## config.mk

```make
export PLATFORM = sky130hd
export DESIGN_NAME = ces_spi_port
export DESIGN_NICKNAME = d
export VERILOG_FILES = /design/src/logic/ces_pkg.sv /design/src/logic/ces_fifo.sv /design/src/logic/ces_spi_port.sv
export SDC_FILE = /design/constraint.sdc
export NUM_CORES = 1
export LEC_CHECK = 0
export ABC_AREA = 1
export BUFFER_PORTS_ARGS = -buffer_cell sky130_fd_sc_hd__buf_2
export CAP_MARGIN = 20
export CELL_PAD_IN_SITES_DETAIL_PLACEMENT = 1
export CELL_PAD_IN_SITES_GLOBAL_PLACEMENT = 2
export CORE_MARGIN = 2
export CORE_UTILIZATION = 37
export DETAILED_ROUTE_END_ITERATION = 8
export PLACE_DENSITY_LB_ADDON = 0.1
export SETUP_SLACK_MARGIN = 0.5
export SYNTH_ARGS = -nofsm -noshare
export SYNTH_HDL_FRONTEND = slang
export SYNTH_SLANG_ARGS = --single-unit
```

## constraint.sdc

```tcl
create_clock -name mclk_in -period 7.1 [get_ports mclk_in]
set_input_delay 0.355 -clock mclk_in [delete_from_list [all_inputs] [get_ports mclk_in]]
set_output_delay 0.355 -clock mclk_in [all_outputs]
set_load 0.01 [all_outputs]
```

## src/logic/ces_pkg.sv

```systemverilog
package ces_pkg;

  // register window, byte offsets inside the 64 KiB memory region
  localparam logic [15:0] OFS_CONTROL    = 16'h0070;
  localparam logic [15:0] OFS_SHIFT_DATA = 16'h0074;
  localparam int          WIN_AW         = 16;

  // control register fields
  localparam int CTL_CS_BIT   = 0;
  localparam int CTL_BUSY_BIT = 1;
  localparam int CTL_DONE_BIT = 2;

  // reset values
  localparam logic       RST_CS_N    = 1'b1;
  localparam logic [7:0] RST_RX_BYTE = 8'h00;

  // configuration header dword indices
  localparam logic [5:0] CFG_IDX_ID     = 6'h00;
  localparam logic [5:0] CFG_IDX_SUB_ID = 6'h0b;

  // serial timing
  localparam int          CLK_MHZ      = 25;
  localparam int          SCLK_DIV     = 3;
  localparam logic [1:0]  DIV_LAST     = 2'(SCLK_DIV - 1);
  localparam logic [1:0]  DIV_RISE     = 2'(SCLK_DIV - 2);
  localparam logic [2:0]  BIT_LAST     = 3'h7;
  localparam logic [3:0]  BITS_PER_BYTE = 4'h8;
  localparam int          SAMPLE_LAT   = 5;

  // fallback indicator blink half period
  localparam int BLINK_HALF_MS  = 250;
  localparam int BLINK_HALF_CYC = BLINK_HALF_MS * CLK_MHZ * 1000;

  // outgoing byte buffer
  localparam int TXQ_WIDTH = 8;
  localparam int TXQ_DEPTH = 8;

  typedef enum logic [1:0] {
    CES_IDLE  = 2'b00,
    CES_SHIFT = 2'b01,
    CES_DRAIN = 2'b11
  } ces_state_e;

  // one decoded target access of the memory window
  typedef struct packed {
    logic              wr;
    logic              rd;
    logic [WIN_AW-1:0] addr;
    logic [3:0]        be;
    logic [31:0]       wdata;
  } ces_win_req_s;

endpackage : ces_pkg

```

## src/logic/ces_fifo.sv

```systemverilog
`timescale 1ns/100ps
module ces_fifo #(
  parameter int WIDTH = 8,
  parameter int DEPTH = 8
) (
  input  wire logic             clk_in,
  input  wire logic             rst_in,
  input  wire logic             in_valid_in,
  output logic                  in_ready_out,
  input  wire logic [WIDTH-1:0] in_data_in,
  output logic                  out_valid_out,
  input  wire logic             out_ready_in,
  output logic      [WIDTH-1:0] out_data_out
);
  localparam int AW = $clog2(DEPTH);

  logic [WIDTH-1:0] mem [DEPTH];
  logic [AW-1:0]    wr_ptr;
  logic [AW-1:0]    rd_ptr;
  logic [AW:0]      count;
  wire              push = in_valid_in && in_ready_out;
  wire              pop  = out_valid_out && out_ready_in;

  assign in_ready_out  = (count != (AW+1)'(DEPTH));
  assign out_valid_out = (count != '0);
  assign out_data_out  = mem[rd_ptr];

  always_ff @(posedge clk_in) begin
    if (push) begin
      mem[wr_ptr] <= in_data_in;
    end
  end

  always_ff @(posedge clk_in or posedge rst_in) begin
    if (rst_in) begin
      wr_ptr <= '0;
      rd_ptr <= '0;
      count  <= '0;
    end else begin
      if (push) begin
        wr_ptr <= (wr_ptr == AW'(DEPTH - 1)) ? '0 : wr_ptr + 1'b1;
      end
      if (pop) begin
        rd_ptr <= (rd_ptr == AW'(DEPTH - 1)) ? '0 : rd_ptr + 1'b1;
      end
      count <= count + (AW+1)'(push) - (AW+1)'(pop);
    end
  end

endmodule : ces_fifo

```

## src/logic/ces_spi_port.sv

```systemverilog
// Summary of operation
// - Byte data register at 0x74; reading returns the last received byte.
// - Control register at 0x70: chip select, busy, byte-done; upper bits zero.
// - A data write clears byte-done and shifts out while shifting in; here a byte completing in the same cycle with the queue empty sets it instead.
// - Serial clock runs at the bus clock divided by three.
// - Byte-done sets once all eight bits have completed; here only when no further byte is queued.
// - After byte-done the received byte is readable; next byte may follow.
// - Target-only window: one 64 KiB, 32-bit, non-cacheable region.
// - Configuration header presents vendor, device and subsystem codes.
// - A failed primary image is replaced by the fallback image.
// - Running from fallback blinks the red status indicator.
// - User indicators are lit by a low output.
// - Timing-critical logic should use the precise on-card oscillator.
`timescale 1ns/100ps
module ces_spi_port #(
  parameter int        BLINK_HALF_CYC = ces_pkg::BLINK_HALF_CYC,
  parameter bit [15:0] VENDOR_CODE    = 16'h1234,  // arbitrary value
  parameter bit [15:0] DEVICE_CODE    = 16'h0001,  // arbitrary value
  parameter bit [15:0] SUB_VENDOR     = 16'h1234,  // arbitrary value
  parameter bit [15:0] SUB_DEVICE     = 16'h0001   // arbitrary value
) (
  input  wire logic                 mclk_in,
  input  wire logic                 rst_in,
  input  wire ces_pkg::ces_win_req_s win_req_in,
  output logic                      win_ready_out,
  output logic                      win_rvalid_out,
  output logic [31:0]               win_rdata_out,
  input  wire logic                 cfg_rd_in,
  input  wire logic [5:0]           cfg_idx_in,
  output logic [31:0]               cfg_rdata_out,
  output logic                      spi_sclk_out,
  output logic                      spi_mosi_out,
  output logic                      spi_cs_n_out,
  input  wire logic                 spi_miso_in,
  input  wire logic                 fallback_loaded_in,
  output logic                      init_led_n_out,
  output logic [1:0]                user_led_n_out
);
  localparam int BW = $clog2(BLINK_HALF_CYC + 1);
  localparam int SAMPLE_PIPE_W = ces_pkg::SAMPLE_LAT;

  ces_pkg::ces_state_e  state;
  ces_pkg::ces_state_e  next_state;
  logic [1:0]           div;
  logic [2:0]           bit_cnt;
  logic [3:0]           rx_cnt;
  logic [7:0]           tx_shift;
  logic [7:0]           rx_shift;
  logic [7:0]           rx_byte;
  logic                 done_flag;
  logic [SAMPLE_PIPE_W-1:0] samp_pipe;
  logic [2:0]           miso_sync;
  logic                 miso_f;
  logic [2:0]           fb_sync;
  logic                 fb_f;
  logic [BW-1:0]        blink_cnt;
  logic                 blink_on;
  logic [3:0]           pulse_cnt;

  // window decode; only dword offsets inside the 64 KiB region matter
  wire hit_ctl  = (win_req_in.addr[15:2] == ces_pkg::OFS_CONTROL[15:2]);
  wire hit_data = (win_req_in.addr[15:2] == ces_pkg::OFS_SHIFT_DATA[15:2]);
  wire wr_ctl   = win_req_in.wr && win_req_in.be[0] && hit_ctl;
  wire wr_data  = win_req_in.wr && win_req_in.be[0] && hit_data && win_ready_out;
  wire txq_valid;
  wire [7:0] txq_data;
  wire txq_ready;
  wire txq_pop    = (state == ces_pkg::CES_IDLE) && txq_valid;
  wire bit_end    = (state == ces_pkg::CES_SHIFT) && (div == ces_pkg::DIV_LAST);
  wire sample_now = samp_pipe[SAMPLE_PIPE_W-1];
  wire byte_in    = sample_now && (rx_cnt == ces_pkg::BITS_PER_BYTE - 4'h1);
  wire busy       = (state != ces_pkg::CES_IDLE) || txq_valid;
  wire [31:0] ctl_word  = {29'h0, done_flag, busy, spi_cs_n_out};
  wire [31:0] data_word = {24'h0, rx_byte};
  wire [31:0] rd_mux = hit_ctl ? ctl_word : (hit_data ? data_word : 32'h0);
  wire [31:0] cfg_mux =
      (cfg_idx_in == ces_pkg::CFG_IDX_ID)     ? {DEVICE_CODE, VENDOR_CODE} :
      (cfg_idx_in == ces_pkg::CFG_IDX_SUB_ID) ? {SUB_DEVICE, SUB_VENDOR}   :
      32'h0;

  // outgoing bytes queue here so back-to-back writes are not lost
  ces_fifo #(
    .WIDTH (ces_pkg::TXQ_WIDTH),
    .DEPTH (ces_pkg::TXQ_DEPTH)
  ) u_txq (
    .clk_in        (mclk_in),
    .rst_in        (rst_in),
    .in_valid_in   (wr_data),
    .in_ready_out  (txq_ready),
    .in_data_in    (win_req_in.wdata[7:0]),
    .out_valid_out (txq_valid),
    .out_ready_in  (txq_pop),
    .out_data_out  (txq_data)
  );

  always_comb begin
    next_state = state;
    unique case (state)
      ces_pkg::CES_IDLE: begin
        if (txq_valid) begin
          next_state = ces_pkg::CES_SHIFT;
        end
      end
      ces_pkg::CES_SHIFT: begin
        if (bit_end && bit_cnt == ces_pkg::BIT_LAST) begin
          next_state = ces_pkg::CES_DRAIN;
        end
      end
      ces_pkg::CES_DRAIN: begin
        if (byte_in) begin
          next_state = ces_pkg::CES_IDLE;
        end
      end
      default: next_state = ces_pkg::CES_IDLE;
    endcase
  end

  always_ff @(posedge mclk_in or posedge rst_in) begin
    if (rst_in) begin
      state <= ces_pkg::CES_IDLE;
    end else begin
      state <= next_state;
    end
  end

  // bit timing: low, low, high per bit
  always_ff @(posedge mclk_in or posedge rst_in) begin
    if (rst_in) begin
      div     <= 2'h0;
      bit_cnt <= 3'h0;
    end else if (state != ces_pkg::CES_SHIFT) begin
      div     <= 2'h0;
      bit_cnt <= 3'h0;
    end else begin
      div     <= (div == ces_pkg::DIV_LAST) ? 2'h0 : div + 2'h1;
      bit_cnt <= bit_end ? bit_cnt + 3'h1 : bit_cnt;
    end
  end

  always_ff @(posedge mclk_in or posedge rst_in) begin
    if (rst_in) begin
      spi_sclk_out <= 1'b0;
      spi_mosi_out <= 1'b0;
      tx_shift     <= 8'h00;
    end else begin
      spi_sclk_out <= (state == ces_pkg::CES_SHIFT) && (div == ces_pkg::DIV_RISE);
      if (txq_pop) begin
        tx_shift     <= {txq_data[6:0], 1'b0};
        spi_mosi_out <= txq_data[7];
      end else if (bit_end && bit_cnt != ces_pkg::BIT_LAST) begin
        tx_shift     <= {tx_shift[6:0], 1'b0};
        spi_mosi_out <= tx_shift[7];
      end
    end
  end

  // sample strobe delayed to match the input synchroniser and filter
  always_ff @(posedge mclk_in or posedge rst_in) begin
    if (rst_in) begin
      samp_pipe <= '0;
      miso_sync <= 3'h0;
      miso_f    <= 1'b0;
    end else begin
      samp_pipe <= {samp_pipe[SAMPLE_PIPE_W-2:0],
                    (state == ces_pkg::CES_SHIFT) && (div == ces_pkg::DIV_RISE)};
      miso_sync <= {miso_sync[1:0], spi_miso_in};
      if (miso_sync[1] == miso_sync[2]) begin
        miso_f <= miso_sync[2];
      end
    end
  end

  always_ff @(posedge mclk_in or posedge rst_in) begin
    if (rst_in) begin
      rx_shift <= 8'h00;
      rx_cnt   <= 4'h0;
      rx_byte  <= ces_pkg::RST_RX_BYTE;
    end else begin
      if (txq_pop) begin
        rx_cnt <= 4'h0;
      end else if (sample_now) begin
        rx_shift <= {rx_shift[6:0], miso_f};
        rx_cnt   <= rx_cnt + 4'h1;
      end
      if (byte_in) begin
        rx_byte <= {rx_shift[6:0], miso_f};
      end
    end
  end

  // completion with the queue empty wins over a clearing write in the same cycle
  always_ff @(posedge mclk_in or posedge rst_in) begin
    if (rst_in) begin
      done_flag <= 1'b0;
    end else if (byte_in && !txq_valid) begin
      done_flag <= 1'b1;
    end else if (wr_data) begin
      done_flag <= 1'b0;
    end
  end

  always_ff @(posedge mclk_in or posedge rst_in) begin
    if (rst_in) begin
      spi_cs_n_out <= ces_pkg::RST_CS_N;
    end else if (wr_ctl) begin
      spi_cs_n_out <= win_req_in.wdata[ces_pkg::CTL_CS_BIT];
    end
  end

  always_ff @(posedge mclk_in or posedge rst_in) begin
    if (rst_in) begin
      win_ready_out  <= 1'b1;
      win_rvalid_out <= 1'b0;
      win_rdata_out  <= 32'h0;
      cfg_rdata_out  <= 32'h0;
    end else begin
      // stays low one cycle beyond the queue filling, so no write is dropped
      win_ready_out  <= txq_ready && !(wr_data && !txq_pop);
      win_rvalid_out <= win_req_in.rd;
      win_rdata_out  <= win_req_in.rd ? rd_mux : 32'h0;
      cfg_rdata_out  <= cfg_rd_in ? cfg_mux : 32'h0;
    end
  end

  // fallback image indication from the configuration logic
  always_ff @(posedge mclk_in or posedge rst_in) begin
    if (rst_in) begin
      fb_sync <= 3'h0;
      fb_f    <= 1'b0;
    end else begin
      fb_sync <= {fb_sync[1:0], fallback_loaded_in};
      if (fb_sync[1] == fb_sync[2]) begin
        fb_f <= fb_sync[2];
      end
    end
  end

  // indicator timing only; nothing here needs the precise oscillator
  always_ff @(posedge mclk_in or posedge rst_in) begin
    if (rst_in) begin
      blink_cnt <= '0;
      blink_on  <= 1'b0;
    end else if (!fb_f) begin
      blink_cnt <= '0;
      blink_on  <= 1'b0;
    end else if (blink_cnt == BW'(BLINK_HALF_CYC - 1)) begin
      blink_cnt <= '0;
      blink_on  <= !blink_on;
    end else begin
      blink_cnt <= blink_cnt + 1'b1;
    end
  end

  always_ff @(posedge mclk_in or posedge rst_in) begin
    if (rst_in) begin
      init_led_n_out <= 1'b1;
      user_led_n_out <= 2'h3;
    end else begin
      init_led_n_out <= !blink_on;
      user_led_n_out <= {spi_cs_n_out, !busy};
    end
  end

  // serial clock high cycles since the byte was taken, for the checks below
  always_ff @(posedge mclk_in or posedge rst_in) begin
    if (rst_in) begin
      pulse_cnt <= 4'h0;
    end else if (txq_pop) begin
      pulse_cnt <= 4'h0;
    end else if (spi_sclk_out) begin
      pulse_cnt <= pulse_cnt + 4'h1;
    end
  end
endmodule : ces_spi_port

```

======== Yosys cells after proc, flatten, opt, wreduce, memory -nomap -nowiden ========
Memory sizes are Yosys's and may differ from the RTL's.
Index checks and enable logic that the tools add are counted.
Widths: inputs -> output; s select.
word-level totals
  output and inout bits ................... 72
  register bits ........................... 115
  memories kept ........................... 1
  word-level logic and storage cells ...... 119
  bits in writable memories ............... 64
memory list
  name       words  width  rd ports  clocked after Yosys merged registers in  wr ports  RTL line        RTL
  u_txq.mem  8      8      1         0                                        1         ces_fifo.sv:17  logic [WIDTH-1:0] mem [DEPTH];
operators by class
  add/sub/neg operators ................... 8
  bitwise gates (word level) .............. 1
  reduce and logical (&&, ||, !) cells .... 31
  multiplexer cells ....................... 30
  equal/unequal tests ..................... 21
operators by type and width
  kind                   count
  $mux 17                3
  $mux 23                2
  $mux 8                 5
  $eq 14x5->1 const B    2
  $add 23x1->23 const B  1
  $eq 23x23->1 const B   1
  $logic_and 1x1->1      15
  $mux 3                 4
  $mux 2                 5
  $reduce_bool 2->1      5
  $add 3x1->3 const B    3
  $eq 3x3->1 const B     3
  $mux 1                 8
  $mux 4                 2
  $eq 6x4->1 const B     1
  $logic_not 6->1        1
  $ne 2x2->1 const B     3
  $pmux 2 s3             1
  $logic_not 1->1        5
  $add 4x1->4            1
  $add 4x1->4 const B    1
  $eq 2x1->1 const B     2
  $eq 2x2->1 const B     2
  $eq 4x3->1 const B     1
  12 further kinds       14

======== Longest topological paths before layout ========
  depth after elaboration ................. 6
  depth in mapped cells ................... 12
  mapped depth without buffers ............ 11

======== Cells and area by module ========
From an unflattened synthesis, not the netlist that was laid out.
unflattened totals
  cells, all modules ...................... 850
  area total of the unflattened synthesis .. 7,762.4 um^2
by module, submodules not included
  module        cells an instance  area each (um^2)  times used  seq. area each (um^2)
  ces_spi_port  500                4,301.6           1           2,158.3
  ces_fifo      350                3,460.8           1           2,172.1

======== Least setup slack after synthesis ========
Ideal clock, no wire load.
  path kind ............................... register -> register
  from .................................... register u_txq.count[2]
  to ...................................... register u_txq.count[2]
  stages on the path, launching flop included .. 13
  arrival time ............................ 2.076 ns
  slack ................................... 4.901 ns
  required time ........................... 6.977 ns
  path through ............................ dfrtp_1 -> inv_1 -> ha_1 -> nand3_1 -> nand3_1 -> inv_2 -> buf_2 -> ha_1 -> inv_1 -> ha_1 -> inv_1 -> fa_1 -> xnor2_1
between the ends
  cells in the longest elaborated chain, start to end .. 4
  elaborated cells between the ends (all ways) .. 7
  classes of those cells .................. add/sub: 2; eq/ne: 1; reduce/logical: 4
ends and longest elaborated chain
  element                 RTL line            RTL
  start, declared         ces_fifo.sv:20      logic [AW:0] count;
  start signal, assigned  ces_fifo.sv:46      count <= count + (AW+1)'(push) - (AW+1)'(pop);
  $reduce_bool 4->1 (*)   ces_fifo.sv:25      assign out_valid_out = (count != '0);
  $logic_and 1x1->1       ces_spi_port.sv:68  wire txq_pop = (state == ces_pkg::CES_IDLE) && txq_valid;
  $logic_and 1x1->1 (*)   ces_fifo.sv:22      wire pop = out_valid_out && out_ready_in;
  net u_txq.pop           ces_fifo.sv:22
  $sub 4x1->4 (*)         ces_fifo.sv:46
The timed path passes the listed nets; every way through them passes the cells marked *.
A chain may end at the register's enable or synchronous reset.

======== Final worst setup path ========
  from .................................... register u_txq.count[2]
  to ...................................... register u_txq.count[2]
between the ends
  cells in the longest elaborated chain, start to end .. 4
  elaborated cells between the ends (all ways) .. 7
  classes of those cells .................. add/sub: 2; eq/ne: 1; reduce/logical: 4
ends and longest elaborated chain
  element                                                  RTL line
  $ne 4x4->1 / $reduce_bool 4->1 (equally long branches)   ces_fifo.sv:24, ces_fifo.sv:25
  $logic_and 1x1->1 (on tied branches)                     ces_fifo.sv:21, ces_spi_port.sv:68
  $add 4x1->4 / $logic_and 1x1->1 (equally long branches)  ces_fifo.sv:46, ces_fifo.sv:22
  $sub 4x1->4 (*)                                          ces_fifo.sv:46
Mark *: on every way between the ends. The rest lies on a longest branch, timed or not.

==> results by stage <==
Timing:
- The slew at the pin with the worst max-slew slack is 1.02 ns.
- In the finished design, the share of the clock period the worst path needs comes to approximately two fifths.
- The count of pins over their slew limit came to 0.
- Static timing analysis puts the maximum clock frequency at between 300 and 400 MHz.
- The routed design could run at a clock period as short as 2.86 ns.
- Setup repair after global routing left no endpoint under its margin.
- The number of hold violations in the final report is 0.
- The worst slew slack as a fraction of its limit is about a third.
- After routing, the total negative slack on setup checks comes to 0 ns.
- Setup violations remaining at the end of the flow were counted as 0.
- The setup skew after layout is ~0.013 ns.

Synthesis:
- The predominant post-synthesis flop cell is dfrtp_1.
- The synthesized design spends more area on one cell type than any other, namely dfrtp_1.
- Counting flops with a built-in enable in the synthesized netlist gives 64.
- The summed instance area of the synthesized netlist is about 0.0075 mm^2.
- The count of warnings emitted by yosys is 0.
- Averaged over all synthesized cells, the footprint is a little over 9 um^2.
- In the post-synthesis netlist, the biggest area contributors are dfrtp_1 30%, edfxtp_1 26%, nand2_1 9.4%.
- The synthesized design contains 160 register bits.
- In this run, distinct cell masters in the synthesized netlist total 39.
- The post-synthesis sequential area ratio is 57.5%.
- The proportion of synthesized flip-flops having asynchronous set or reset is around three fifths.
- In the synthesized netlist, the number of instances is a little over 800.
- The share of synthesized area in the top cell type comes to a little under a third.

Worst setup path:
- Setup slack on the worst reg-to-reg path comes out at 4.24 ns.
- The worst setup path is launched from a flip-flop.
- Data arrives at the worst endpoint at between 3 and 4 ns.
- By startpoint and endpoint, the worst setup path is classified as reg2reg.
- The maximum fanout encountered on the critical timing path is 17.
- The worst path required time is around 7.4 ns.
- STA classifies the critical path endpoint as a flip-flop.

Clock tree:
- The worst-skew pair later-pin latency is about 0.43 ns.
- The clock root buffer is clkbuf_16.
- The number of buffers on the longest clock path is 2.
- The clock tree from TritonCTS is done.
- The number of clock buffers added by TritonCTS is 17.
- Post-CTS repair changed the size of 0 cells.
- The H-tree was split into 4 levels.
- Clock-pin slew was measured on the worst setup and hold paths at roughly 0.070 ns.
- For this design, the sink count on the clock tree is 160.

Drt:
- The number of routed nets with antenna violations is 0.
- The routed wire length is 16800 um.
- For this run, design rule violations remaining after detail routing come to 0.
- The via density per instance is 4.57.
- The total vias in the final route is roughly 5300.
- For this run, the detailed router's first-pass iteration total came to 4.
- After detailed routing, the average wire length per cell comes to ~14 um.
- After the first detailed-routing iteration, the DRC count stood at 194.

GRT:
- The overall overflow remaining after global route is 0.
- Global routing used 16.6% of the available tracks.
- The maximum number of pins on one net before global-route repair is 55.
- The number of antenna violations at the first check in global routing is 0.
- The number of global-route vias before repair is about 5600.
- The global-route wire length before repair is approximately 28000 um.

Cells and area:
- The fraction of final layout cells sized beyond drive strength 1 is a little over an eighth.
- The number of antenna diodes in the final layout is 0.
- The area growth from synthesis to layout is 13.0%.
- After filler insertion, the fill cell instance count of the layout stands at between 2000 and 2500.
- At the end of the flow, the number of nets in the layout was ~960.
- Once layout is done, the placed cells without fillers occupy about 0.0085 mm^2.

Placement:
- The placed wire-length estimate after detailed placement is ~12000 um.
- The standard cell area after detailed placement is between 0.007 and 0.008 mm^2.
- The placer congestion estimate is roughly 0.77.
- The port buffer count is 57.

Hold path:
- The class of the tightest hold or removal check is in2reg.

Power and ir drop:
- The power per cell area is between 200 and 250 mW/mm^2.
- For this design the static power due to leakage is approximately 4.0 nW.
- The maximum VDD drop is roughly 0.15 mV.

Die:
- Once the floorplan was initialized, standard cells occupied between 30% and 40% of the core.
- The die covers ~0.022 mm^2.
- The placement row count is 52.
- 137 I/O pins were placed.
- The height of the chip is around 150 um.
- The total area inside the core boundary comes to just over 0.02 mm^2.
- The floorplan step set the die width to ~150 um.

Flow run:
- The total of max-cap violations is 0.

Status:
- The flow ran to the end, and the final reports show no timing, DRC or antenna violations.
-- worst max-delay path: stages, from the launching register on --
cell     delay [ns]
dfrtp_1        0.33
inv_1          0.07
ha_1           0.20
nand3_1        0.13
nand3_1        0.42
inv_2          0.49
ha_1           0.30
inv_1          0.05
ha_1           0.15
inv_1          0.06
fa_1           0.39
xnor2_1        0.14
-- registers in the layout, summed over array words and instances, names as in the netlist, 4 cells and up --
name and cells:
blink_cnt 23, rx_byte 8, rx_cnt 4, rx_shift 7, samp_pipe 5, tx_shift 7
u_txq.count 4, u_txq.mem 64, win_rdata_out 8
-- path summary, 6_finish.rpt --
path,from,to,cells past startpoint
max in group asynchronous,rst_in,blink_cnt[8],4
min in group asynchronous,rst_in,miso_sync[1],3
worst min-delay path,spi_miso_in,miso_sync[0],1
worst min register to register,samp_pipe[1],samp_pipe[2],0
worst max-delay path,u_txq.count[2],u_txq.count[2],11
worst max register to register,u_txq.count[2],u_txq.count[2],11
-- per-layer routing --
metal  share of wire, %  routed length [um]  vias to the layer above  track usage (%)
met3                3.3                 554                       20             3.66
met4                1.5                 249                        0             5.49
met1                 46                7800                     2575             21.1
li1                   -                   -                     2612                -
met2                 49                8190                       96             28.1
met5                  0                   0                        -                0
-- layout by cell type, fill, tap and decap left out, drive strengths merged --
cell type | netlist | final
nor3b | 1 | 1
nor4 | 1 | 1
clkinv | 2 | 5
o211ai | 2 | 2
xor2 | 4 | 4
a31oi | 1 | 1
a21oi | 15 | 15
ha | 14 | 14
fa | 1 | 1
dfrtp | 91 | 91
dlygate4sd3 | 0 | 1
o221ai | 1 | 1
xnor2 | 4 | 4
maj3 | 2 | 2
o21ai | 35 | 35
bufinv | 0 | 1
nand3 | 70 | 70
clkbuf | 2 | 21
buf | 69 | 60
nor2 | 106 | 106
o21a | 1 | 1
inv | 111 | 118
conb | 1 | 50
a22o | 2 | 2
edfxtp | 64 | 64
nand4 | 8 | 8
nand2 | 193 | 193
dfstp | 5 | 5
nor3 | 11 | 11
or2 | 2 | 2
mux2 | 1 | 1
-- area by class of cell --
type	count	area [um^2]	area share (%)
Tap cell	270	338	3.97
Sequential cell	160	4330	50.9
Inverter	113	427	5.01
Clock buffer	21	483	5.68
Clock inverter	11	114	1.34
Timing Repair Buffer	61	350	4.12
Multi-Input combinational cell	525	2470	29.0
-- cell usage after synthesis (2+ instances only) --
library cell	n
or2_2	2
maj3_1	2
nand3_1	69
clkbuf_1	2
nor3_1	11
clkinv_1	2
inv_1	107
xor2_1	4
ha_1	14
nor2_2	2
nand2_4	4
nor2_4	2
inv_2	4
o211ai_1	2
buf_2	13
xnor2_1	4
a21oi_1	15
edfxtp_1	64
dfstp_2	5
a22o_1	2
nand2_1	188
nor2_1	101
dfrtp_1	91
buf_4	55
nand4_1	8
o21ai_0	34
-- repair_timing --
action	4_1_cts	5_1_grt
hold buffers	1	0
hold endpoints to repair	35	0
buffers inserted	0	0
-- through the flow --
| step | setup WS, ns | power (W) | hold WS (ns) | util, % | cells |
|---|---|---|---|---|---|
| after floorplan | 4.25 | 0.00109 | 0.331 | - | 869 |
| after global placement | 3.79 | 0.00109 | 0.331 | 39.1 | 1126 |
| after detailed placement | 4.23 | 0.00110 | 0.336 | 39.2 | 1127 |
| after CTS | 4.20 | 0.00203 | 0.00655 | 42.2 | 1160 |
| after global routing | 3.97 | 0.00208 | 0.00377 | 42.3 | 1161 |
| final | 4.24 | 0.00201 | 0.0273 | 42.3 | 1161 |
-- cell families after synthesis --
family                   synth area share (%)
AND/OR/NAND/NOR                          22.3
buffers and inverters                    12.1
flip-flops                               57.5
AO/OA/AOI/OAI                            4.06
adder cells (fa/ha/maj)                  2.86
XOR/XNOR                                0.931
other                                  0.0498
multiplexers                            0.150
-- where the power goes --
part / internal [W] / switching, W / leakage [nW] / total (W)
registers: 0.000983 / 0.0000120 / 1.78 / 0.000995
clock network: 0.000533 / 0.000393 / 0.300 / 0.000926
logic: 0.0000262 / 0.0000586 / 1.93 / 0.0000848
total: 0.00154 / 0.000464 / 4.01 / 0.00201
No activity file was read; power rests on OpenSTA's default activity.
